## src/core/alarm_router_pkg.sv

```systemverilog
`default_nettype none
package alarm_router_pkg;
    // ***************************************************************
    // sizes and register offsets
    // ***************************************************************
    localparam int unsigned NUM_LINES = 4;
    localparam int unsigned ADDR_W = 8;
    localparam logic [7:0] OFS_CMD = 8'h00;
    localparam logic [7:0] OFS_POL = 8'h04;
    localparam logic [7:0] OFS_POL_CMD = 8'h08;
    localparam logic [7:0] OFS_MODE = 8'h0c;
    localparam logic [7:0] OFS_CLEAR = 8'h10;
    localparam logic [7:0] OFS_MAP = 8'h14;
    localparam logic [7:0] OFS_RB = 8'h18;
    localparam logic [7:0] OFS_CH_ID = 8'h1c;
    localparam logic [7:0] OFS_STATE = 8'h20;
    localparam logic [7:0] OFS_IRQ_STAT = 8'h24;
    localparam logic [7:0] OFS_IRQ_MASK = 8'h28;
    // ***************************************************************
    // field positions
    // ***************************************************************
    localparam int unsigned CMD_FACTORY = 0;
    localparam int unsigned CMD_SCAN = 1;
    localparam int unsigned CMD_CLR_ALL = 2;
    localparam int unsigned POLCMD_ALL = 2;
    localparam int unsigned POLCMD_HIGH = 3;
    localparam int unsigned MAP_LINE_LSB = 8;
    localparam int unsigned MAP_EN = 12;
    localparam int unsigned RB_VALID = 8;
    // ***************************************************************
    // reset values and response codes
    // ***************************************************************
    localparam logic [3:0] POL_RST = 4'h0;
    localparam logic [3:0] MODE_RST = 4'h0;
    localparam logic [1:0] MAP_LINE_RST = 2'h0;
    localparam logic [1:0] RESP_OKAY = 2'h0;
    localparam logic [1:0] RESP_SLVERR = 2'h2;
    // ***************************************************************
    // readback characters
    // ***************************************************************
    localparam logic [7:0] CH_HASH = 8'h23;
    localparam logic [7:0] CH_OPEN = 8'h28;
    localparam logic [7:0] CH_CLOSE = 8'h29;
    localparam logic [7:0] CH_AT = 8'h40;
    localparam logic [7:0] CH_COMMA = 8'h2c;
    localparam logic [7:0] CH_ZERO = 8'h30;
    typedef enum logic [8:0] {
        PH_HASH = 9'h001, PH_LEN = 9'h002, PH_CNT = 9'h004,
        PH_OPEN = 9'h008, PH_AT = 9'h010, PH_CH = 9'h020,
        PH_COMMA = 9'h040, PH_CLOSE = 9'h080, PH_DONE = 9'h100
    } rb_phase_t;
    typedef struct packed {
        logic valid;
        logic [7:0] ch;
        logic alarm;
    } reading_t;
endpackage : alarm_router_pkg
`default_nettype wire

```

## src/core/alarm_output_router.sv

```systemverilog
// The AXI4-Lite interface to the registers and the address map are this design's own decisions.
`default_nettype none
module alarm_output_router #(
    parameter int unsigned SLOTS = 3,
    parameter int unsigned CH_PER_SLOT = 8
) (
    // clock and reset
    input wire logic sys_clk_i,
    input wire logic rst_n_i,
    // axi4-lite slave
    input wire logic [alarm_router_pkg::ADDR_W-1:0] s_axi_awaddr_i,
    input wire logic s_axi_awvalid_i,
    output logic s_axi_awready_o,
    input wire logic [31:0] s_axi_wdata_i,
    input wire logic [3:0] s_axi_wstrb_i,
    input wire logic s_axi_wvalid_i,
    output logic s_axi_wready_o,
    output logic [1:0] s_axi_bresp_o,
    output logic s_axi_bvalid_o,
    input wire logic s_axi_bready_i,
    input wire logic [alarm_router_pkg::ADDR_W-1:0] s_axi_araddr_i,
    input wire logic s_axi_arvalid_i,
    output logic s_axi_arready_o,
    output logic [31:0] s_axi_rdata_o,
    output logic [1:0] s_axi_rresp_o,
    output logic s_axi_rvalid_o,
    input wire logic s_axi_rready_i,
    // readings from the limit comparator
    input wire alarm_router_pkg::reading_t reading_i,
    // outputs
    output logic [3:0] alarm_pin_o,
    output logic limits_clear_o,
    output logic irq_o
);
    import alarm_router_pkg::*;
    localparam int unsigned NUM_CH = SLOTS * CH_PER_SLOT;
    localparam int unsigned CH_W = $clog2(NUM_CH);
    // ***************************************************************
    // bus slave
    // ***************************************************************
    logic aw_hold, w_hold, bvalid, rvalid;
    logic next_aw_hold, next_w_hold, next_bvalid, next_rvalid;
    logic [7:0] aw_addr, next_aw_addr;
    logic [31:0] w_data, next_w_data, rdata, next_rdata;
    logic [3:0] w_strb, next_w_strb;
    logic [1:0] bresp, next_bresp, rresp, next_rresp;
    logic wr_go, wr_en, rd_go, w_hit, r_hit;
    logic [31:0] rd_val;
    // ***************************************************************
    // configuration and alarm state
    // ***************************************************************
    logic [3:0] pol, mode, line_act, alarm_data, irq_stat, irq_mask, pin;
    logic [3:0] next_pol, next_mode, next_line_act, next_alarm_data;
    logic [3:0] next_irq_stat, next_irq_mask, next_pin, clr_line, ev;
    logic [1:0] map_line [NUM_CH];
    logic [1:0] next_map_line [NUM_CH];
    logic [NUM_CH-1:0] map_en, next_map_en;
    logic [7:0] map_sel, next_map_sel;
    logic limits_clear, next_limits_clear, factory, map_dirty;
    logic [1:0] rl;
    // ***************************************************************
    // mapping readback
    // ***************************************************************
    rb_phase_t ph, next_ph;
    logic [1:0] rb_line, next_rb_line;
    logic [CH_W-1:0] rb_idx, next_rb_idx, found_idx;
    logic [1:0] rb_dig, next_rb_dig;
    logic [7:0] rb_char, cnt_len, n_map;
    logic rb_adv, found, cnt_two;
    logic [11:0] sel_id;

    // channel index to slot digit and two-digit number
    function automatic logic [11:0] ch_id(input int unsigned idx);
        int unsigned num;
        num = idx % CH_PER_SLOT + 1;
        ch_id = {4'((idx / CH_PER_SLOT) + 1), 4'(num / 10), 4'(num % 10)};
    endfunction : ch_id

    assign s_axi_awready_o = !aw_hold;
    assign s_axi_wready_o = !w_hold;
    assign s_axi_arready_o = !rvalid;
    assign s_axi_bvalid_o = bvalid;
    assign s_axi_bresp_o = bresp;
    assign s_axi_rvalid_o = rvalid;
    assign s_axi_rdata_o = rdata;
    assign s_axi_rresp_o = rresp;
    assign wr_go = aw_hold && w_hold && !bvalid;
    // partial strobes are answered but ignored: no field is split usefully
    assign wr_en = wr_go && w_hit && (&w_strb);
    assign rd_go = s_axi_arvalid_i && !rvalid;
    assign rb_adv = rd_go && (s_axi_araddr_i == OFS_RB);
    assign factory = wr_en && (aw_addr == OFS_CMD) && w_data[CMD_FACTORY];
    assign sel_id = ch_id(int'(map_sel));

    always_comb begin
        w_hit = 1'b1;
        case (aw_addr)
            OFS_CMD, OFS_POL, OFS_POL_CMD, OFS_MODE, OFS_CLEAR, OFS_MAP,
            OFS_RB, OFS_IRQ_STAT, OFS_IRQ_MASK: w_hit = 1'b1;
            default: w_hit = 1'b0;
        endcase
        r_hit = 1'b1;
        rd_val = 32'h0;
        case (s_axi_araddr_i)
            OFS_POL: rd_val = {28'h0, pol};
            OFS_MODE: rd_val = {28'h0, mode};
            OFS_MAP: rd_val = {19'h0, map_en[map_sel[CH_W-1:0]], 1'b0, 1'b0,
                map_line[map_sel[CH_W-1:0]], map_sel};
            OFS_RB: rd_val = {23'h0, ph != PH_DONE, rb_char};
            OFS_CH_ID: rd_val = {20'h0, sel_id};
            OFS_STATE: rd_val = {24'h0, alarm_data, line_act};
            OFS_IRQ_STAT: rd_val = {28'h0, irq_stat};
            OFS_IRQ_MASK: rd_val = {28'h0, irq_mask};
            OFS_CMD, OFS_POL_CMD, OFS_CLEAR: rd_val = 32'h0;
            default: r_hit = 1'b0;
        endcase
        next_aw_hold = aw_hold;
        next_aw_addr = aw_addr;
        next_w_hold = w_hold;
        next_w_data = w_data;
        next_w_strb = w_strb;
        next_bvalid = bvalid;
        next_bresp = bresp;
        next_rvalid = rvalid;
        next_rdata = rdata;
        next_rresp = rresp;
        if (s_axi_awvalid_i && !aw_hold) begin
            next_aw_hold = 1'b1;
            next_aw_addr = s_axi_awaddr_i;
        end
        if (s_axi_wvalid_i && !w_hold) begin
            next_w_hold = 1'b1;
            next_w_data = s_axi_wdata_i;
            next_w_strb = s_axi_wstrb_i;
        end
        if (bvalid && s_axi_bready_i) begin
            next_bvalid = 1'b0;
        end
        if (wr_go) begin
            next_aw_hold = 1'b0;
            next_w_hold = 1'b0;
            next_bvalid = 1'b1;
            next_bresp = w_hit ? RESP_OKAY : RESP_SLVERR;
        end
        if (rvalid && s_axi_rready_i) begin
            next_rvalid = 1'b0;
        end
        if (rd_go) begin
            next_rvalid = 1'b1;
            next_rdata = rd_val;
            next_rresp = r_hit ? RESP_OKAY : RESP_SLVERR;
        end
    end

    always_ff @(posedge sys_clk_i or negedge rst_n_i) begin
        if (!rst_n_i) begin
            aw_hold <= 1'b0;
            aw_addr <= 8'h0;
            w_hold <= 1'b0;
            w_data <= 32'h0;
            w_strb <= 4'h0;
            bvalid <= 1'b0;
            bresp <= RESP_OKAY;
            rvalid <= 1'b0;
            rdata <= 32'h0;
            rresp <= RESP_OKAY;
        end else begin
            aw_hold <= next_aw_hold;
            aw_addr <= next_aw_addr;
            w_hold <= next_w_hold;
            w_data <= next_w_data;
            w_strb <= next_w_strb;
            bvalid <= next_bvalid;
            bresp <= next_bresp;
            rvalid <= next_rvalid;
            rdata <= next_rdata;
            rresp <= next_rresp;
        end
    end

    always_comb begin
        next_pol = pol;
        next_mode = mode;
        next_map_line = map_line;
        next_map_en = map_en;
        next_map_sel = map_sel;
        next_line_act = line_act;
        next_alarm_data = alarm_data;
        next_irq_mask = irq_mask;
        next_irq_stat = irq_stat;
        next_limits_clear = 1'b0;
        clr_line = 4'h0;
        ev = 4'h0;
        map_dirty = 1'b0;
        rl = map_line[reading_i.ch[CH_W-1:0]];
        if (wr_en) begin
            case (aw_addr)
                OFS_POL: next_pol = w_data[3:0];
                OFS_POL_CMD: begin
                    if (w_data[POLCMD_ALL]) begin
                        next_pol = {4{w_data[POLCMD_HIGH]}};
                    end else begin
                        next_pol[w_data[1:0]] = w_data[POLCMD_HIGH];
                    end
                end
                OFS_MODE: next_mode = w_data[3:0];
                OFS_CLEAR: clr_line = w_data[3:0];
                OFS_MAP: begin
                    next_map_sel = w_data[7:0];
                    if (w_data[7:0] < 8'(NUM_CH)) begin
                        // one line field per channel, so a single mapping
                        next_map_line[w_data[CH_W-1:0]] = w_data[MAP_LINE_LSB+:2];
                        next_map_en[w_data[CH_W-1:0]] = w_data[MAP_EN];
                    end
                end
                OFS_IRQ_MASK: next_irq_mask = w_data[3:0];
                OFS_CMD: begin
                    if (w_data[CMD_CLR_ALL]) begin
                        clr_line = 4'hf;
                    end
                    if (w_data[CMD_SCAN]) begin
                        clr_line = 4'hf;
                        next_alarm_data = 4'h0;
                    end
                end
                default: begin
                end
            endcase
        end
        next_line_act = next_line_act & ~clr_line;
        if (reading_i.valid && reading_i.ch < 8'(NUM_CH)
                && map_en[reading_i.ch[CH_W-1:0]]) begin
            if (reading_i.alarm) begin
                ev[rl] = 1'b1;
            end else if (mode[rl]) begin
                next_line_act[rl] = 1'b0;
            end
        end
        // a new alarm wins over a clear in the same cycle
        next_line_act = next_line_act | ev;
        next_alarm_data = next_alarm_data | ev;
        if (wr_en && aw_addr == OFS_IRQ_STAT) begin
            next_irq_stat = irq_stat & ~w_data[3:0];
        end
        next_irq_stat = next_irq_stat | (ev & ~line_act);
        if (factory) begin
            next_pol = POL_RST;
            next_mode = MODE_RST;
            next_line_act = 4'h0;
            next_limits_clear = 1'b1;
            for (int i = 0; i < NUM_CH; i++) begin
                next_map_line[i] = MAP_LINE_RST;
            end
            next_map_en = '0;
        end
        for (int i = 0; i < NUM_CH; i++) begin
            map_dirty = map_dirty | (map_line[i] != MAP_LINE_RST);
        end
        // pin follows the new polarity and state together
        next_pin = ~(next_pol ^ next_line_act);
    end

    always_ff @(posedge sys_clk_i or negedge rst_n_i) begin
        if (!rst_n_i) begin
            pol <= POL_RST;
            mode <= MODE_RST;
            for (int i = 0; i < NUM_CH; i++) begin
                map_line[i] <= MAP_LINE_RST;
            end
            map_en <= '0;
            map_sel <= 8'h0;
            line_act <= 4'h0;
            alarm_data <= 4'h0;
            irq_stat <= 4'h0;
            irq_mask <= 4'h0;
            limits_clear <= 1'b0;
            pin <= ~POL_RST;
        end else begin
            pol <= next_pol;
            mode <= next_mode;
            map_line <= next_map_line;
            map_en <= next_map_en;
            map_sel <= next_map_sel;
            line_act <= next_line_act;
            alarm_data <= next_alarm_data;
            irq_stat <= next_irq_stat;
            irq_mask <= next_irq_mask;
            limits_clear <= next_limits_clear;
            pin <= next_pin;
        end
    end

    assign alarm_pin_o = pin;
    assign limits_clear_o = limits_clear;
    assign irq_o = |(irq_stat & irq_mask);

    always_comb begin
        n_map = 8'h0;
        found = 1'b0;
        found_idx = '0;
        for (int i = 0; i < NUM_CH; i++) begin
            n_map = n_map + 8'(map_line[i] == rb_line);
            if (!found && map_line[i] == rb_line
                    && (ph == PH_AT || CH_W'(i) > rb_idx)) begin
                found = 1'b1;
                found_idx = CH_W'(i);
            end
        end
        // count of characters in "(@id,id,...)"
        cnt_len = (n_map == 8'h0) ? 8'h3 : 8'((n_map << 2) + 8'h2);
        cnt_two = cnt_len >= 8'h0a;
        rb_char = 8'h0;
        case (ph)
            PH_HASH: rb_char = CH_HASH;
            PH_LEN: rb_char = CH_ZERO + (cnt_two ? 8'h2 : 8'h1);
            PH_CNT: rb_char = CH_ZERO + ((cnt_two && rb_dig == 2'h0) ?
                8'(cnt_len / 10) : 8'(cnt_len % 10));
            PH_OPEN: rb_char = CH_OPEN;
            PH_AT: rb_char = CH_AT;
            PH_CH: rb_char = CH_ZERO + 8'(4'(ch_id(int'(rb_idx)) >> (4 * (2 - rb_dig))));
            PH_COMMA: rb_char = CH_COMMA;
            PH_CLOSE: rb_char = CH_CLOSE;
            default: rb_char = 8'h0;
        endcase
        next_ph = ph;
        next_rb_line = rb_line;
        next_rb_idx = rb_idx;
        next_rb_dig = rb_dig;
        if (rb_adv) begin
            next_rb_dig = 2'h0;
            case (ph)
                PH_HASH: next_ph = PH_LEN;
                PH_LEN: next_ph = PH_CNT;
                PH_CNT: begin
                    next_rb_dig = rb_dig + 2'h1;
                    if (!cnt_two || rb_dig != 2'h0) begin
                        next_ph = PH_OPEN;
                        next_rb_dig = 2'h0;
                    end
                end
                PH_OPEN: next_ph = PH_AT;
                PH_AT, PH_COMMA: begin
                    next_ph = found ? PH_CH : PH_CLOSE;
                    next_rb_idx = found ? found_idx : rb_idx;
                end
                PH_CH: begin
                    next_rb_dig = rb_dig + 2'h1;
                    if (rb_dig == 2'h2) begin
                        next_rb_dig = 2'h0;
                        next_ph = found ? PH_COMMA : PH_CLOSE;
                    end
                end
                PH_CLOSE: next_ph = PH_DONE;
                default: next_ph = PH_DONE;
            endcase
        end
        if (wr_en && aw_addr == OFS_RB) begin
            next_ph = PH_HASH;
            next_rb_line = w_data[1:0];
            next_rb_idx = '0;
            next_rb_dig = 2'h0;
        end
    end

    always_ff @(posedge sys_clk_i or negedge rst_n_i) begin
        if (!rst_n_i) begin
            ph <= PH_DONE;
            rb_line <= 2'h0;
            rb_idx <= '0;
            rb_dig <= 2'h0;
        end else begin
            ph <= next_ph;
            rb_line <= next_rb_line;
            rb_idx <= next_rb_idx;
            rb_dig <= next_rb_dig;
        end
    end
endmodule : alarm_output_router
`default_nettype wire

```

## config.mk

```make
export PLATFORM = sky130hd
export DESIGN_NAME = alarm_output_router
export DESIGN_NICKNAME = d
export VERILOG_FILES = /design/src/core/alarm_router_pkg.sv /design/src/core/alarm_output_router.sv
export SDC_FILE = /design/constraint.sdc
export NUM_CORES = 1
export LEC_CHECK = 0
export ABC_AREA = 1
export BUFFER_PORTS_ARGS = -buffer_cell sky130_fd_sc_hd__buf_4
export CORE_MARGIN = 10
export CORE_UTILIZATION = 40
export CTS_BUF_LIST = sky130_fd_sc_hd__clkbuf_2 sky130_fd_sc_hd__clkbuf_4 sky130_fd_sc_hd__clkbuf_8
export DETAILED_ROUTE_END_ITERATION = 7
export GPL_TIMING_DRIVEN = 1
export PLACE_DENSITY = 0.55
export SETUP_SLACK_MARGIN = 0.3
export SYNTH_ARGS = -nofsm -noshare
export SYNTH_HDL_FRONTEND = slang
export SYNTH_SLANG_ARGS = --single-unit
```

## constraint.sdc

```tcl
create_clock -name sys_clk_i -period 21.9 [get_ports sys_clk_i]
set_clock_uncertainty 0.1 [all_clocks]
set_input_delay 4.38 -clock sys_clk_i [delete_from_list [all_inputs] [get_ports sys_clk_i]]
set_output_delay 4.38 -clock sys_clk_i [all_outputs]
set_load 0.01 [all_outputs]
```

== After elaboration in Yosys (flattened, before gate mapping) ==
Cells that the tools add are included.
W data, S select, Z words.

* Register bits: 192
* Input port bits: 69
* Output and inout bits: 47

* $add $sub $neg: 33
* Divide/modulo/power cells: 6
* Order comparisons: 39
* Equal/unequal tests: 54
* Shift operators: 1
* Mux-type cells: 133
* Bitwise gates (word level): 17
* Reductions and logical operators: 148

{| class="wikitable"
|+ Operators with widths
! kind !! number
|-
| $mux W48 || 4
|-
| $mux W5 || 26
|-
| $add A8 B1 Y8 || 16
|-
| $pmux W13 S8 || 1
|-
| $mux W24 || 4
|-
| $mux W4 || 19
|-
| $logic_and A1 B1 Y1 || 68
|-
| $div A32 B4 Y32 const B || 2
|-
| $mod A32 B4 Y32 const B || 2
|-
| $pmux W8 S8 || 1
|-
| $eq A8 B5 Y1 const B || 7
|-
| $pmux W9 S6 || 1
|-
| $bwmux W48 || 1
|-
| $eq A2 B2 Y1 || 24
|-
| $mux W1 || 42
|-
| $eq A8 B6 Y1 const B || 5
|-
| $gt A4 B5 Y1 const A || 8
|-
| $gt A5 B5 Y1 const A || 8
|-
| $mux W9 || 4
|-
| $div A8 B4 Y32 const B || 1
|-
| $eq A8 B4 Y1 const B || 4
|-
| $mod A8 B4 Y32 const B || 1
|-
| $mux W8 || 4
|-
| $shr A11 B32 Y4 || 1
|-
| other kinds (67) || 177
|}

== Depth between registers and ports, before layout ==
Gate-level depths: netlist of the first run.

* Word-level depth: 101
* Mapped depth: 50
* Mapped depth without buffers: 47

== Worst setup path after synthesis of the first run ==
No wires, ideal clock.

* Kind: reg-to-reg
* Start: reg rb_line[1]
* End: reg rdata[5], in the netlist s_axi_rdata_o[5]
* Setup time: 136 ps
* Arrival time: 7512 ps
* Required time: 21664 ps
* Path slack: 14153 ps
* Cell stages (with the launch flop): 41
* Buffers on the path: 3
* Clock period less this slack: 7747 ps
* Path through: dfrtp_1 > buf_4 > inv_4 > buf_2 > clkbuf_1 > or2_2 > and3_1 > inv_1 > fa_1 > fa_1 > fa_1 > fa_1 > fa_1 > inv_1 > ha_1 > fa_1 > nand2_1 > a21oi_1 > (+5 left out) > nand2_4 > nand4_1 > nand2_4 > inv_1 > ha_1 > xnor2_1 > nand2_2 > nand2_2 > ha_1 > inv_1 > nand2_1 > nand4_1 > ha_1 > nor2_1 > nor4_1 > o22ai_1 > a21oi_1 > o21ai_0

* Cells in the longest elaborated chain, start to end: 32
* Elaborated cells on any way between the ends: 60
* Classes of those cells: add/sub: 26; div: 2; order compare: 1; eq/ne: 24; mux: 5; reduce/logical: 2

{| class="wikitable"
|+ Ends and longest elaborated chain
! item !! RTL line !! RTL
|-
| start, declared || alarm_output_router.sv:65 || <nowiki>logic [1:0] rb_line, next_rb_line;</nowiki>
|-
| start signal, assigned || alarm_output_router.sv:373 || <nowiki>rb_line <= next_rb_line;</nowiki>
|-
| $eq A2 B2 Y1 || alarm_output_router.sv:302 || <nowiki>n_map = n_map + 8'(map_line[i] == rb_line);</nowiki>
|-
| $add A1 B1 Y2 || alarm_output_router.sv:302 ||
|-
| $add A2 B1 Y3 || alarm_output_router.sv:302 ||
|-
| $add A3 B1 Y4 || alarm_output_router.sv:302 ||
|-
| $add A4 B1 Y5 || alarm_output_router.sv:302 ||
|-
| $add A5 B1 Y6 || alarm_output_router.sv:302 ||
|-
| $add A6 B1 Y7 || alarm_output_router.sv:302 ||
|-
| $add A7 B1 Y8 || alarm_output_router.sv:302 ||
|-
| $add A8 B1 Y8 (15 in a row) || alarm_output_router.sv:302 ||
|-
| $add A8 B1 Y8 * || alarm_output_router.sv:302 ||
|-
| $add A8 B2 Y8 / $logic_not A8 Y1 (equally long branches) || alarm_output_router.sv:310 || <nowiki>cnt_len = (n_map == 8'h0) ? 8'h3 : 8'((n_map << 2) + 8'h2);</nowiki>
|-
| $mux W8 * || alarm_output_router.sv:310 ||
|-
| branches (longest 4 deep; another with $mod A8 B4 Y32) || -- ||
|-
| $pmux W8 S8 * || alarm_output_router.sv:313 || <nowiki>case (ph)</nowiki>
|-
| $pmux W13 S8 * || alarm_output_router.sv:104 || <nowiki>case (s_axi_araddr_i)</nowiki>
|-
| end signal, assigned || alarm_output_router.sv:176 || <nowiki>rdata <= next_rdata;</nowiki>
|-
| end, declared || alarm_output_router.sv:44 || <nowiki>logic [31:0] w_data, next_w_data, rdata, next_rdata;</nowiki>
|}

Every way passes the cells marked *.
A chain may end at the register's enable or synchronous reset.

== Worst setup path after layout of the first run ==
Ends and elaborated chain as after synthesis.

==> results of run 1 <==
==> path summary, 6_finish.rpt <==
path	startpoint	to	slack, ns
max reg2reg	rb_line[1]	s_axi_rdata_o[5]	13.11
min	s_axi_rdata_o[7]	s_axi_rdata_o[7]	0.39
min reg2reg	s_axi_rdata_o[7]	s_axi_rdata_o[7]	0.39
max	rb_line[1]	s_axi_rdata_o[5]	13.11
min in group asynchronous	rst_n_i	map_line[40]	3.91
max in group asynchronous	rst_n_i	s_axi_rdata_o[5]	16.27
==> final cells by class <==
type | instances | share of cell area (%)
Sequential cell | 169 | 30.56
Multi-Input combinational cell | 1304 | 51.18
Clock buffer | 19 | 1.842
Clock inverter | 13 | 1.336
Inverter | 255 | 7.042
Timing Repair Buffer | 81 | 4.415
Tap cell | 402 | 3.629
==> worst max-delay path, delay by kind of cell (launching register included) <==
family / cells / cell delay (ns)
buffers and inverters: 8 / 1.12
AND/OR/NAND/NOR: 13 / 1.77
flip-flops: 1 / 0.37
adder cells (fa/ha/maj): 11 / 4.28
XOR/XNOR: 1 / 0.21
AO/OA/AOI/OAI: 5 / 0.79
==> state kept, by name, indices dropped and copies added (netlist names), 2 cells and up <==
| name | count |
|---|---|
| map_line | 48 |
| map_en | 24 |
| s_axi_rdata_o | 13 |
| w_data | 11 |
| ph | 9 |
| aw_addr | 8 |
| map_sel | 8 |
| rb_idx | 5 |
| alarm_data | 4 |
| alarm_pin_o | 4 |
| irq_mask | 4 |
| irq_stat | 4 |
| line_act | 4 |
| mode | 4 |
| pol | 4 |
| w_strb | 4 |
| rb_dig | 2 |
| rb_line | 2 |
==> placed cells by master (no fill, tap or decap), types with 7 or more instances in the layout <==
| master | count |
|---|---|
| sky130_fd_sc_hd__inv_2 | 12 |
| sky130_fd_sc_hd__a21oi_1 | 102 |
| sky130_fd_sc_hd__clkbuf_8 | 18 |
| sky130_fd_sc_hd__nand4_1 | 14 |
| sky130_fd_sc_hd__nand2_2 | 20 |
| sky130_fd_sc_hd__xnor2_1 | 18 |
| sky130_fd_sc_hd__and3_1 | 17 |
| sky130_fd_sc_hd__nor4_1 | 10 |
| sky130_fd_sc_hd__mux2_2 | 12 |
| sky130_fd_sc_hd__o21ai_1 | 58 |
| sky130_fd_sc_hd__nand2_1 | 358 |
| sky130_fd_sc_hd__o211ai_1 | 20 |
| sky130_fd_sc_hd__nor3_1 | 20 |
| sky130_fd_sc_hd__nor2_4 | 7 |
| sky130_fd_sc_hd__conb_1 | 21 |
| sky130_fd_sc_hd__o21ai_0 | 203 |
| sky130_fd_sc_hd__o22ai_1 | 12 |
| sky130_fd_sc_hd__fa_1 | 17 |
| sky130_fd_sc_hd__xor2_1 | 11 |
| sky130_fd_sc_hd__dfrtp_1 | 164 |
| sky130_fd_sc_hd__nand3_1 | 98 |
| sky130_fd_sc_hd__nor2_2 | 12 |
| sky130_fd_sc_hd__inv_1 | 235 |
| sky130_fd_sc_hd__buf_4 | 80 |
| sky130_fd_sc_hd__ha_1 | 30 |
| sky130_fd_sc_hd__nor2_1 | 159 |
| sky130_fd_sc_hd__a221oi_1 | 7 |
==> where the power goes <==
| part | total, W | internal, W | leakage [nW] | switching [W] |
|---|---|---|---|---|
| Sequential | 0.000364 | 0.000339 | 2.21 | 0.0000252 |
| Clock | 0.000252 | 0.000121 | 0.216 | 0.000132 |
| Combinational | 0.000210 | 0.0000579 | 4.07 | 0.000152 |
| Total | 0.000826 | 0.000518 | 6.50 | 0.000309 |
==> through the flow <==
stage / hold WS (ns) / util [%] / std cells / power, W / cell area (um2)
final: 0.3916 / 44.15 / 2243 / 0.0008264 / 13860
after global routing: 0.4212 / 44.15 / 2243 / 0.0008667 / 13860
after CTS: 0.3983 / 44.15 / 2243 / 0.0008304 / 13860
after detailed placement: 0.3747 / 42.75 / 2211 / 0.0005802 / 13420
after global placement: 0.3706 / 42.75 / 2211 / 0.0005771 / 13420
after floorplan: 0.3530 / - / 1810 / 0.0004969 / 12720
==> layer usage <==
metal / up-vias / part of all wire, % / GRT usage, %
li1: 5928 / - / -
met1: 5815 / 45 / 27.66
met2: 380 / 46 / 34.01
met5: - / 0 / 0
met4: 0 / 2.9 / 8.058
met3: 71 / 5.6 / 3.463
==> logic make-up after synthesis <==
family	after synthesis	share of synthesized area (%)
compound gates	445	19.67
xor+xnor	31	2.265
fa+ha+maj	47	5.658
buf+inv	337	11.08
flops	169	33.48
mux	12	1.068
other cells	1	0.02965
simple gates	748	26.75
==> results.md, run 1 <==
Run status:
- The run finished with clean final reports.

Detailed routing:
- The routed layout has 12.19k vias.
- The detail route stage leaves a number of antenna-violating nets equal to 0.
- The first routing iteration left 884 violations.
- The routed wirelength normalized by instance count is 18.54 um.
- The routed design has 41.58 mm of wire.
- The first TritonRoute pass finished after 5 iterations.
- The post-detailed-route via-to-cell ratio is 5.436.
- The remaining routing DRC violations is 0.

Worst setup path:
- The biggest fanout along the worst timing path is 26.
- The endpoint kind of the worst setup timing path is a register.
- For this run, the slowest stage of the critical path takes 0.54 ns.
- The depth of the worst register-to-register path is 38.
- The endpoint arrival time on the critical path is 9.04 ns.
- The critical path startpoint category is a register.
- At the worst endpoint, the required time is 22.14 ns.
- The worst-path cell with the longest stage delay is sky130_fd_sc_hd__fa_1.
- The worst setup path is of the reg2reg kind.
- The cell repeated most along the worst path is sky130_fd_sc_hd__fa_1.

Synth:
- The Yosys step of the flow raised 0 warnings.
- The sequential cell area fraction in the yosys report is 33.48%.
- The total of flip-flops plus latches after synthesis is 169.
- The top-area cell type share of the netlist area is 32.44%.
- Summing every instance area after synthesis gives 12650 um2.
- sky130_fd_sc_hd__nand2_1 is the most common cell in the netlist.
- The library cell occupying the most area in the post-synthesis netlist is sky130_fd_sc_hd__dfrtp_1.
- Among all flip-flop cells after synthesis, the most frequent one is sky130_fd_sc_hd__dfrtp_1.
- The number of different library cells used by synthesis comes to 67.
- In the synthesized netlist the async set-or-reset flop fraction comes to 100.0%.
- Yosys mapped a number of flops with a built-in enable equal to 0.
- Counting instances in the post-synthesis netlist gives the leading cell types as sky130_fd_sc_hd__nand2_1 (358), sky130_fd_sc_hd__inv_1 (235), sky130_fd_sc_hd__o21ai_0 (203).
- The cell count after synthesis came out at 1790.
- After synthesis, the cell types taking the most area are sky130_fd_sc_hd__dfrtp_1 (32%), sky130_fd_sc_hd__nand2_1 (11%), sky130_fd_sc_hd__o21ai_0 (8.0%).
- Averaged over all synthesized cells, the footprint is 7.067 um2.

Clocking:
- The number of resized instances in the post-cts repair step is 0.
- The buffers inserted during post-CTS setup optimization is 0.
- The CTS clock-pin slew for the worst setup and hold paths is 0.10 ns.
- TritonCTS built the clock tree.
- The clock buffer count from CTS is 17.
- The longest clock path from root to sink contains 2 buffers.
- CTS built an H-tree with a depth of 4.
- Buffers inserted to repair hold after CTS numbered 0.
- The worst-skew pair later-pin latency is 0.49 ns.
- The clock tree root driver cell is sky130_fd_sc_hd__clkbuf_8.
- CTS saw 169 sinks.

Power and ir drop:
- Across the VDD grid, the largest voltage drop is 0.07389 mV.
- Summed over all cells, the static leakage comes to 6.503 nW.
- The power per cell area is 59.63 nW/um2.

Global route:
- The number of antenna violations at the first check in global routing is 0.
- The first global-routing pass estimated 64.81 mm of wire.
- The via count of the first global-routing pass is 11.86k.
- Entering global routing, the biggest net connects 99 pins.
- The total routing resource utilization after global routing is 21.06%.
- Summed over all layers, the global routing overflow is 0.

Final layout:
- Relative to the synthesized area, the layout overhead comes to 9.564%.
- The final layout contains 1944 nets.
- The fraction of layout cells with a size suffix above 1 is 11.84%.
- The count of fill cells added during filler insertion is 3341.
- 0 antenna diodes ended up in the layout.
- The sequential cell area is 4235 um2.
- The multi-input gate area in the final layout is 7093 um2.

Die:
- From left edge to right edge, the die measures 197.8 um.
- The starting utilization of the core area is 40.29%.
- In this run the count of I/O pins placed on the die edge is 116.
- The floorplan core area is 31390 um2.
- The die height is 197.8 um.
- The floorplan step defined a die boundary enclosing 39140 um2.
- The number of rows created at floorplan is 65.

Timing:
- Static timing analysis puts the maximum clock frequency at 113.7 MHz.
- The final period utilization is 40.16%.
- The pin slew with the least headroom to its limit is 1.111 ns.
- The number of setup violations in the final report is 0.
- The setup total negative slack is 0 ns.
- The number of hold-slack violations in the final timing report was 0.
- The worst path meets setup with 13.11 ns of slack.
- Setup repair after global routing left no endpoint under its margin.
- The number of max-slew violations in the final report came to 0.
- The worst slew slack as a fraction of its limit is 25.82%.
- For the finished layout, the period the worst path requires is 8.794 ns.

Worst hold path:
- The number of cells on the worst hold path is 2.
- The worst hold path belongs to the class reg2reg.

Place:
- In this run the tool buffered the top-level ports with 73 buffer cells.
- At the end of routability-driven placement, the weighted congestion stood at 0.9169.
- The detailed placer's ending HPWL is 30.30 mm.
- Timing analysis after detailed placement gives a worst setup slack of 13.23 ns.

Run:
- Max-cap violations in this run came to 0.
No activity file was read; power rests on OpenSTA's default activity.
==> run 2: changes to the inputs <==
ABC_AREA = 0   (was 1)
PLACE_DENSITY = 0.56   (was 0.55)
clock period = 8.3 ns   (was 21.9 ns; I/O delays follow)
==> results.md, run 2 <==
Synth:
- For this run, the leading register cell type out of synthesis is sky130_fd_sc_hd__dfrtp_1.
- The cell area after synthesis is 12290 um2.
- Counting flops and latches in the post-synthesis netlist gives 169.
- Synthesis produced a netlist whose cell count is 1356.
- The top-area cell type share of the netlist area is 33.40%.
- The number of synthesis warnings is 0.
- The number of synthesized flops with an enable pin is 0.
- Of all flip-flops after synthesis, the portion carrying an async set or reset was 100.0%.
- The biggest area contributor in the post-synthesis netlist is sky130_fd_sc_hd__dfrtp_1.
- Counting distinct cell types in the post-synthesis netlist gives 90.
- Averaged over all synthesized cells, the footprint is 9.060 um2.
- In the post-synthesis netlist, the cell with the most instances is sky130_fd_sc_hd__dfrtp_1.
- In the post-synthesis netlist, the biggest area contributors are sky130_fd_sc_hd__dfrtp_1 (33%), sky130_fd_sc_hd__mux4_2 (7.1%), sky130_fd_sc_hd__o21ai_0 (4.9%).
- Counting instances in the post-synthesis netlist gives the leading cell types as sky130_fd_sc_hd__dfrtp_1 (164), sky130_fd_sc_hd__nand2_1 (129), sky130_fd_sc_hd__o21ai_0 (120).
- The share of the Yosys chip area taken by registers is 34.47%.

Timing:
- The top achievable clock speed is 118.4 MHz.
- The number of max-slew violations in the final report was 0.
- The worst slew slack as a fraction of its limit is 24.56%.
- The worst path setup slack after routing is -0.1431 ns.
- The number of hold-slack violations in the final timing report was 0.
- The final critical path time including I/O delays and setup is 8.443 ns.
- The worst path uses 101.7% of the clock period.
- Setup repair after global routing could not meet its margin everywhere.
- At the pin with the least slew margin, the transition time is 1.123 ns.
- Setup violations remaining at the end of the flow were counted as 1.

Worst setup path:
- The critical path startpoint category is a register.
- The category of the critical setup timing path is reg2reg.
- For flop-to-flop paths, the worst setup slack is -0.14 ns.
- The worst setup path is captured at a register.
- The endpoint arrival time on the critical path is 8.72 ns.
- The start point of the critical path is rb_line[0].
- For the worst setup path, the data required time is 8.58 ns.
- Of all nets on the critical path, the largest fanout is 16.
- The cell repeated most along the worst path is sky130_fd_sc_hd__fa_1.
- The delay of the slowest critical-path stage is 0.57 ns.
- The startpoint identified for the worst register-to-register timing path is rb_line[0].
- The capture point of the worst path is s_axi_rdata_o[5].
- The endpoint identified for the worst register-to-register timing path is s_axi_rdata_o[5].
- The largest individual stage delay along the critical path comes from the cell sky130_fd_sc_hd__fa_1.
- For the worst flop-to-flop path, the logic depth is 37.

Clocking:
- TritonCTS built the clock tree.
- The H-tree depth is 4.
- The number of buffers inserted by hold repair at cts is 0.
- The worst-skew pair later-pin latency is 0.49 ns.
- In this run the deepest clock path goes through 2 buffers.
- The clock buffer count from CTS is 17.
- The clock tree root driver cell is sky130_fd_sc_hd__clkbuf_8.
- The tree built by TritonCTS fans out to 169 sinks.
- The CTS clock-pin slew for the worst setup and hold paths is 0.11 ns.

Place:
- In this run the tool buffered the top-level ports with 73 buffer cells.
- The weighted congestion at the end of routability-driven global placement is 0.8953.
- The number of placed instances with taps included is 1834.
- The detailed placer's ending HPWL is 26.99 mm.
- The cell area reported after detailed placement is 13720 um2.

Power and ir drop:
- The largest vdd supply drop is 0.1741 mV.
- The analysis attributes to cell leakage a power of 6.284 nW.
- The power per cell area is 158.2 nW/um2.

Final layout:
- The final cell area excluding filler cells is 14550 um2.
- Relative to the synthesized area, the layout overhead comes to 18.40%.
- In the layout the commonest cells are sky130_fd_sc_hd__buf_4 (178), sky130_fd_sc_hd__dfrtp_1 (163), sky130_fd_sc_hd__nand2_1 (125).
- Fill cells in the final layout number 2916.
- The number of flip-flops under the largest register name is 48.
- Cells with a size suffix above 1 make up 24.28% of the layout.
- Leaving out fill and tap cells, the most frequent cell in the layout is sky130_fd_sc_hd__buf_4.
- The post-layout net count is 1598.
- The count of cells in the finished layout, fillers not included, comes to 1891.
- 0 antenna diodes ended up in the layout.
- The register with the most flip-flops is map_line.

Detailed routing:
- The routed layout has 10.64k vias.
- Summed over all layers, the routed wires come to 36.01 mm.
- Dividing the detail-routed via count by the number of cells gives 5.628.
- The number of violations reported at the end of detailed-routing iteration 0 is 819.
- Dividing the detail-routed wire length by the instance count gives 19.04 um.
- The detail route stage leaves a number of antenna-violating nets equal to 0.
- The number of iterations in the first detailed-routing pass is 5.
- The remaining routing DRC violations is 0.

Global route:
- The total routing resource utilization after global routing is 18.37%.
- The aggregate global routing overflow is 0.
- The via count of the first global-routing pass is 10.46k.
- Entering global routing, the biggest net connects 83 pins.
- The first global-routing pass estimated 57.30 mm of wire.
- The number of antenna violations at the first check in global routing is 0.

Die:
- The number of rows created at floorplan is 64.
- The total I/O pin count is 116.
- For this configuration, the core starts out at a cell density of 40.37%.
- The die width is 195.3 um.
- After floorplanning, the core was sized to cover 30430 um2.
- The die covers 38120 um2.
- The floorplan step set the die height to 195.3 um.

Run status:
- The checks that failed: setup timing.
- The flow ran to the end, but the final reports show violations.

Worst hold path:
- The path class of the tightest hold or removal check is reg2reg.

Run:
- The tool flagged a number of max-cap violations equal to 0.
[run 2: cell types whose count changed after synthesis, moves of 13 or more]
cell and change:
sky130_fd_sc_hd__nor2_2 -13, sky130_fd_sc_hd__a21oi_1 -18, sky130_fd_sc_hd__o21ai_0 -83, sky130_fd_sc_hd__nand2_2 -20, sky130_fd_sc_hd__mux2_2 +24, sky130_fd_sc_hd__nor2_1 -58, sky130_fd_sc_hd__mux4_2 +39, sky130_fd_sc_hd__nand2_1 -229
sky130_fd_sc_hd__nor2b_1 +18, sky130_fd_sc_hd__xnor2_1 +31, sky130_fd_sc_hd__o21ai_1 -55, sky130_fd_sc_hd__mux2i_1 +20, sky130_fd_sc_hd__inv_1 -179
[run 2: metrics by stage]
step	power [W]	TNS, ns	setup slack, ns	hold WS, ns	utilization (%)
floorplan	0.001388	0	0.2067	0.3466	-
global placement	0.001611	-0.04920	-0.04920	0.3614	45.10
detailed placement	0.001618	-0.09993	-0.09993	0.3640	45.10
CTS	0.002286	-0.009716	-0.009716	0.3864	46.63
global route	0.002429	-0.5227	-0.4416	0.4174	47.80
finish	0.002302	-0.1431	-0.1431	0.3857	47.80
[run 2: cell type report]
class                      instances  area [um2]  share of cell area (%)
inverter                          56       215.2                   1.479
clock inverter                     8       131.4                  0.9031
multi-input combinational       1053        7700                   52.93
clock buffer                      24       317.8                   2.185
sequential                       169        4237                   29.12
timing repair buffer             185        1450                   9.969
tap                              396       495.5                   3.406
[run 2: cells by family (layout without fill, tap and decap cells)]
logic type / after synthesis / after routing / synth area share (%)
muxes: 97 / 97 / 12.38
and+or+nand+nor: 479 / 479 / 19.19
adders and majority gates: 47 / 47 / 5.825
buffers and inverters: 154 / 273 / 5.652
DFF: 169 / 169 / 34.47
AOI/OAI and AO/OA: 350 / 350 / 18.07
other: 1 / 21 / 0.03052
xor gates and xnor gates: 59 / 59 / 4.379
[run 2: power breakdown]
| part | total, W | switching (W) | leakage (nW) | internal (W) |
|---|---|---|---|---|
| Combinational | 0.000631 | 0.000342 | 3.86 | 0.000289 |
| Clock | 0.000663 | 0.000315 | 0.223 | 0.000347 |
| Sequential | 0.00101 | 0.000111 | 2.20 | 0.000896 |
| Total | 0.00230 | 0.000769 | 6.28 | 0.00153 |
[run 2: worst max-delay path, delay by kind of cell, from the launching register on]
family          cells  cell delay [ns]
fa+ha+maj          10             3.64
compound gates     11             2.11
simple gates        8             1.11
buf+inv             6             0.60
flops               1             0.41
xor+xnor            2             0.30
[run 2: worst min path at each step]
stage | start | endpoint | slack [ns] | depth (start not counted)
4_1_cts | alarm_data[3] | alarm_data[3] | 0.39 | 2
3_3_place_gp | alarm_data[0] | alarm_data[0] | 0.36 | 2
2_1_floorplan | alarm_data[3] | alarm_data[3] | 0.35 | 2
6_report | alarm_data[3] | alarm_data[3] | 0.39 | 2
5_1_grt | s_axi_rresp_o[1] | s_axi_rresp_o[1] | 0.42 | 2
3_5_place_dp | alarm_data[3] | alarm_data[3] | 0.36 | 2
[run 2: repair_timing]
item | in CTS | in global routing
setup buffers | 1 | 23
gates resized for setup | 3 | 33
setup endpoints to repair | 2 | 3
gates cloned | 0 | 1
pin swaps | 4 | 18
[run 2: routing by layer]
metal / up-vias / wire length [um] / GRT usage (%)
met2: 276 / 17370 / 30.40
met5: - / 0 / 0
met3: 50 / 1690 / 3.374
li1: 5145 / - / -
met4: 0 / 678 / 4.836
met1: 5171 / 16270 / 24.14
==> run 3: changes to the inputs <==
CTS_BUF_LIST = default   (was sky130_fd_sc_hd__clkbuf_2 sky130_fd_sc_hd__clkbuf_4 sky130_fd_sc_hd__clkbuf_8)
REMOVE_ABC_BUFFERS = 1   (was default)
==> results.md, run 3 (synthesis gave the netlist of run 2 again) <==
Timing:
- Setup repair after global routing could not meet its margin everywhere.
- The final critical path time including I/O delays and setup is 8.338 ns.
- The worst path uses 100.5% of the clock period.
- The worst path setup slack after routing is -0.03755 ns.
- The worst slew slack as a fraction of its limit is 17.19%.
- Based on the critical path, the design can be clocked at up to 119.9 MHz.
- The number of hold-slack violations in the final timing report is 0.
- The number of setup violations in the final report is 1.
- The number of max-slew violations in the final report is 0.
- The pin slew with the least headroom to its limit is 1.238 ns.

Power and ir drop:
- The leakage power of the design is 6.773 nW.
- The overall power of the completed layout is 0.002422 W.
- Dividing total power by cell area gives a power density of 157.6 nW/um2.
- VDD sags by at most 0.1723 mV.

Detailed routing:
- Before antenna repair, the detailed router went through 6 iterations.
- After detailed routing, the average wire length per cell comes to 19.04 um.
- For this run, design rule violations remaining after detail routing come to 0.
- For this block, the initial DRC count from the detailed router was 791.
- The post-detailed-route via-to-cell ratio is 5.625.
- The remaining antenna violation count after routing is 0.
- The final route contains 11.07k vias.
- Summed over all layers, the routed wires come to 37.44 mm.

Final layout:
- In the layout the commonest cells are sky130_fd_sc_hd__buf_4 (215), sky130_fd_sc_hd__dfrtp_1 (163), sky130_fd_sc_hd__nand2_1 (125).
- The area added between synthesis and finish is 25.10%.
- 0 antenna diodes ended up in the layout.
- The post-layout net count is 1674.
- Cells with a size suffix above 1 make up 27.37% of the layout.
- The register with the most flip-flops is map_line.
- The library cell used most frequently in the layout, excluding fill and tap cells, is sky130_fd_sc_hd__buf_4.
- The final cell area excluding filler cells is 15370 um2.
- The number of flip-flops under the largest register name is 48.

Global route:
- The via count of the first global-routing pass was 11.05k.
- In the global route stage, overall resource usage came out at 19.14%.
- The first global-routing pass estimated 59.80 mm of wire.
- The number of antenna violations at the first check in global routing was 0.
- The largest net degree at the start of global routing is 95.
- Summed over all layers, the global routing overflow is 0.

Worst setup path:
- The required time at the endpoint of the critical path is 8.53 ns.
- The critical path startpoint category is a register.
- The endpoint arrival time on the critical path is 8.56 ns.
- The cell repeated most along the worst path is sky130_fd_sc_hd__buf_4.
- Along the worst path, the maximum fanout reaches 8.
- STA classifies the critical path endpoint as a register.
- On the worst path, the slowest cell contributes a delay of 0.59 ns.
- The category of the critical setup timing path is reg2reg.
- The worst-path cell with the longest stage delay is sky130_fd_sc_hd__fa_1.

Die:
- The initialized floorplan defines 64 standard-cell rows.
- 116 I/O pins were placed.
- The die is 195.3 um tall.
- The starting utilization of the core area is 40.37%.
- The die width is 195.3 um.
- The overall die area is 38120 um2.
- The core region is 30430 um2.

Place:
- Summing all placed instances gives a cell area of 13690 um2.
- The detailed placer's ending HPWL is 26.53 mm.
- The quantity of I/O buffers inserted on ports is 73.
- The weighted congestion at the end of routability-driven global placement is 0.9240.

Clocking:
- CTS saw 169 sinks.
- The maximum clock insertion buffer count is 2.
- The clock tree root driver cell is sky130_fd_sc_hd__clkbuf_16.
- TritonCTS built the clock tree.
- Buffers inserted during clock tree synthesis total 17.
- The worst-skew pair later-pin latency is 0.44 ns.
- The H-tree was split into 4 levels.
- The CTS clock-pin slew for the worst setup and hold paths is 0.07 ns.

Run status:
- The checks that failed: setup timing.
- The run finished, with violations left.

Run:
- The max-cap violation count is 0.

Worst hold path:
- The class of the tightest hold or removal check is reg2reg.
## run 3: cell types whose count changed in the layout (fill, tap and decap cells not counted), sizes merged
cell,before,now
buf,184,260
clkbuf,25,26
clkinvlp,2,1
bufinv,3,2
clkinv,1,4
inv,58,56
## run 3: power breakdown
group | switching (W) | internal [W]
combinational | 0.000354 | 0.000293
clock | 0.000326 | 0.000451
sequential | 0.0000992 | 0.000898
## run 3: timing repair
| item | 4_1_cts | 5_1_grt |
|---|---|---|
| setup buffers | 75 | 14 |
| cloned | 1 | 0 |
| setup endpoints to repair | 3 | 12 |
| pin swaps | 29 | 17 |
| resized for setup | 27 | 69 |
| hold buffers | 0 | 0 |
## run 3: worst paths after layout
check                                  startpoint                 to  slack [ns]  cells after the start
worst max-delay path                   rb_line[0]   s_axi_rdata_o[5]       -0.04                     43
worst min-delay path            s_axi_rdata_o[12]  s_axi_rdata_o[12]        0.38                      2
worst max register to register         rb_line[0]   s_axi_rdata_o[5]       -0.04                     43
worst min register to register  s_axi_rdata_o[12]  s_axi_rdata_o[12]        0.38                      2
max in group asynchronous                 rst_n_i         rb_line[0]        5.32                      2
min in group asynchronous                 rst_n_i   s_axi_rdata_o[3]        1.21                      1
## run 3: cell type report
class	instances	area (um2)
fill	2839	15060
multi-input combinational	1053	7695
sequential	169	4237
timing repair buffer	261	2172
tap	396	495.5
clock buffer	25	465.4
inverter	56	210.2
clock inverter	7	95.09
## run 3: worst max-delay path, delay by kind of cell, from the launching register on
family / cells / cell delay (ns)
adders and majority gates: 9 / 3.50
buffers and inverters: 14 / 1.70
AOI/OAI and AO/OA: 8 / 1.04
and+or+nand+nor: 10 / 0.99
DFF: 1 / 0.46
muxes: 1 / 0.26
xor gates and xnor gates: 1 / 0.15
## run 3: per-stage QoR
| step | utilization (%) | worst slack (ns) | TNS [ns] | std cells | hold WS (ns) |
|---|---|---|---|---|---|
| after global routing | 50.51 | -0.4420 | -0.5326 | 1967 | 0.3998 |
| after floorplan | - | -0.9596 | -1.740 | 1278 | 0.3466 |
| after CTS | 49.18 | 0.01130 | 0 | 1953 | 0.3798 |
| after detailed placement | 45.00 | -0.4630 | -0.5702 | 1845 | 0.3645 |
| final | 50.51 | -0.03755 | -0.03755 | 1967 | 0.3812 |
| after global placement | 45.00 | -0.4434 | -0.4777 | 1845 | 0.3612 |
## run 3: routing by layer
metal	track usage [%]	part of all wire, %
met3	2.878	4.6
met1	24.39	43
met5	0	0
met2	32.95	50
met4	5.288	1.9
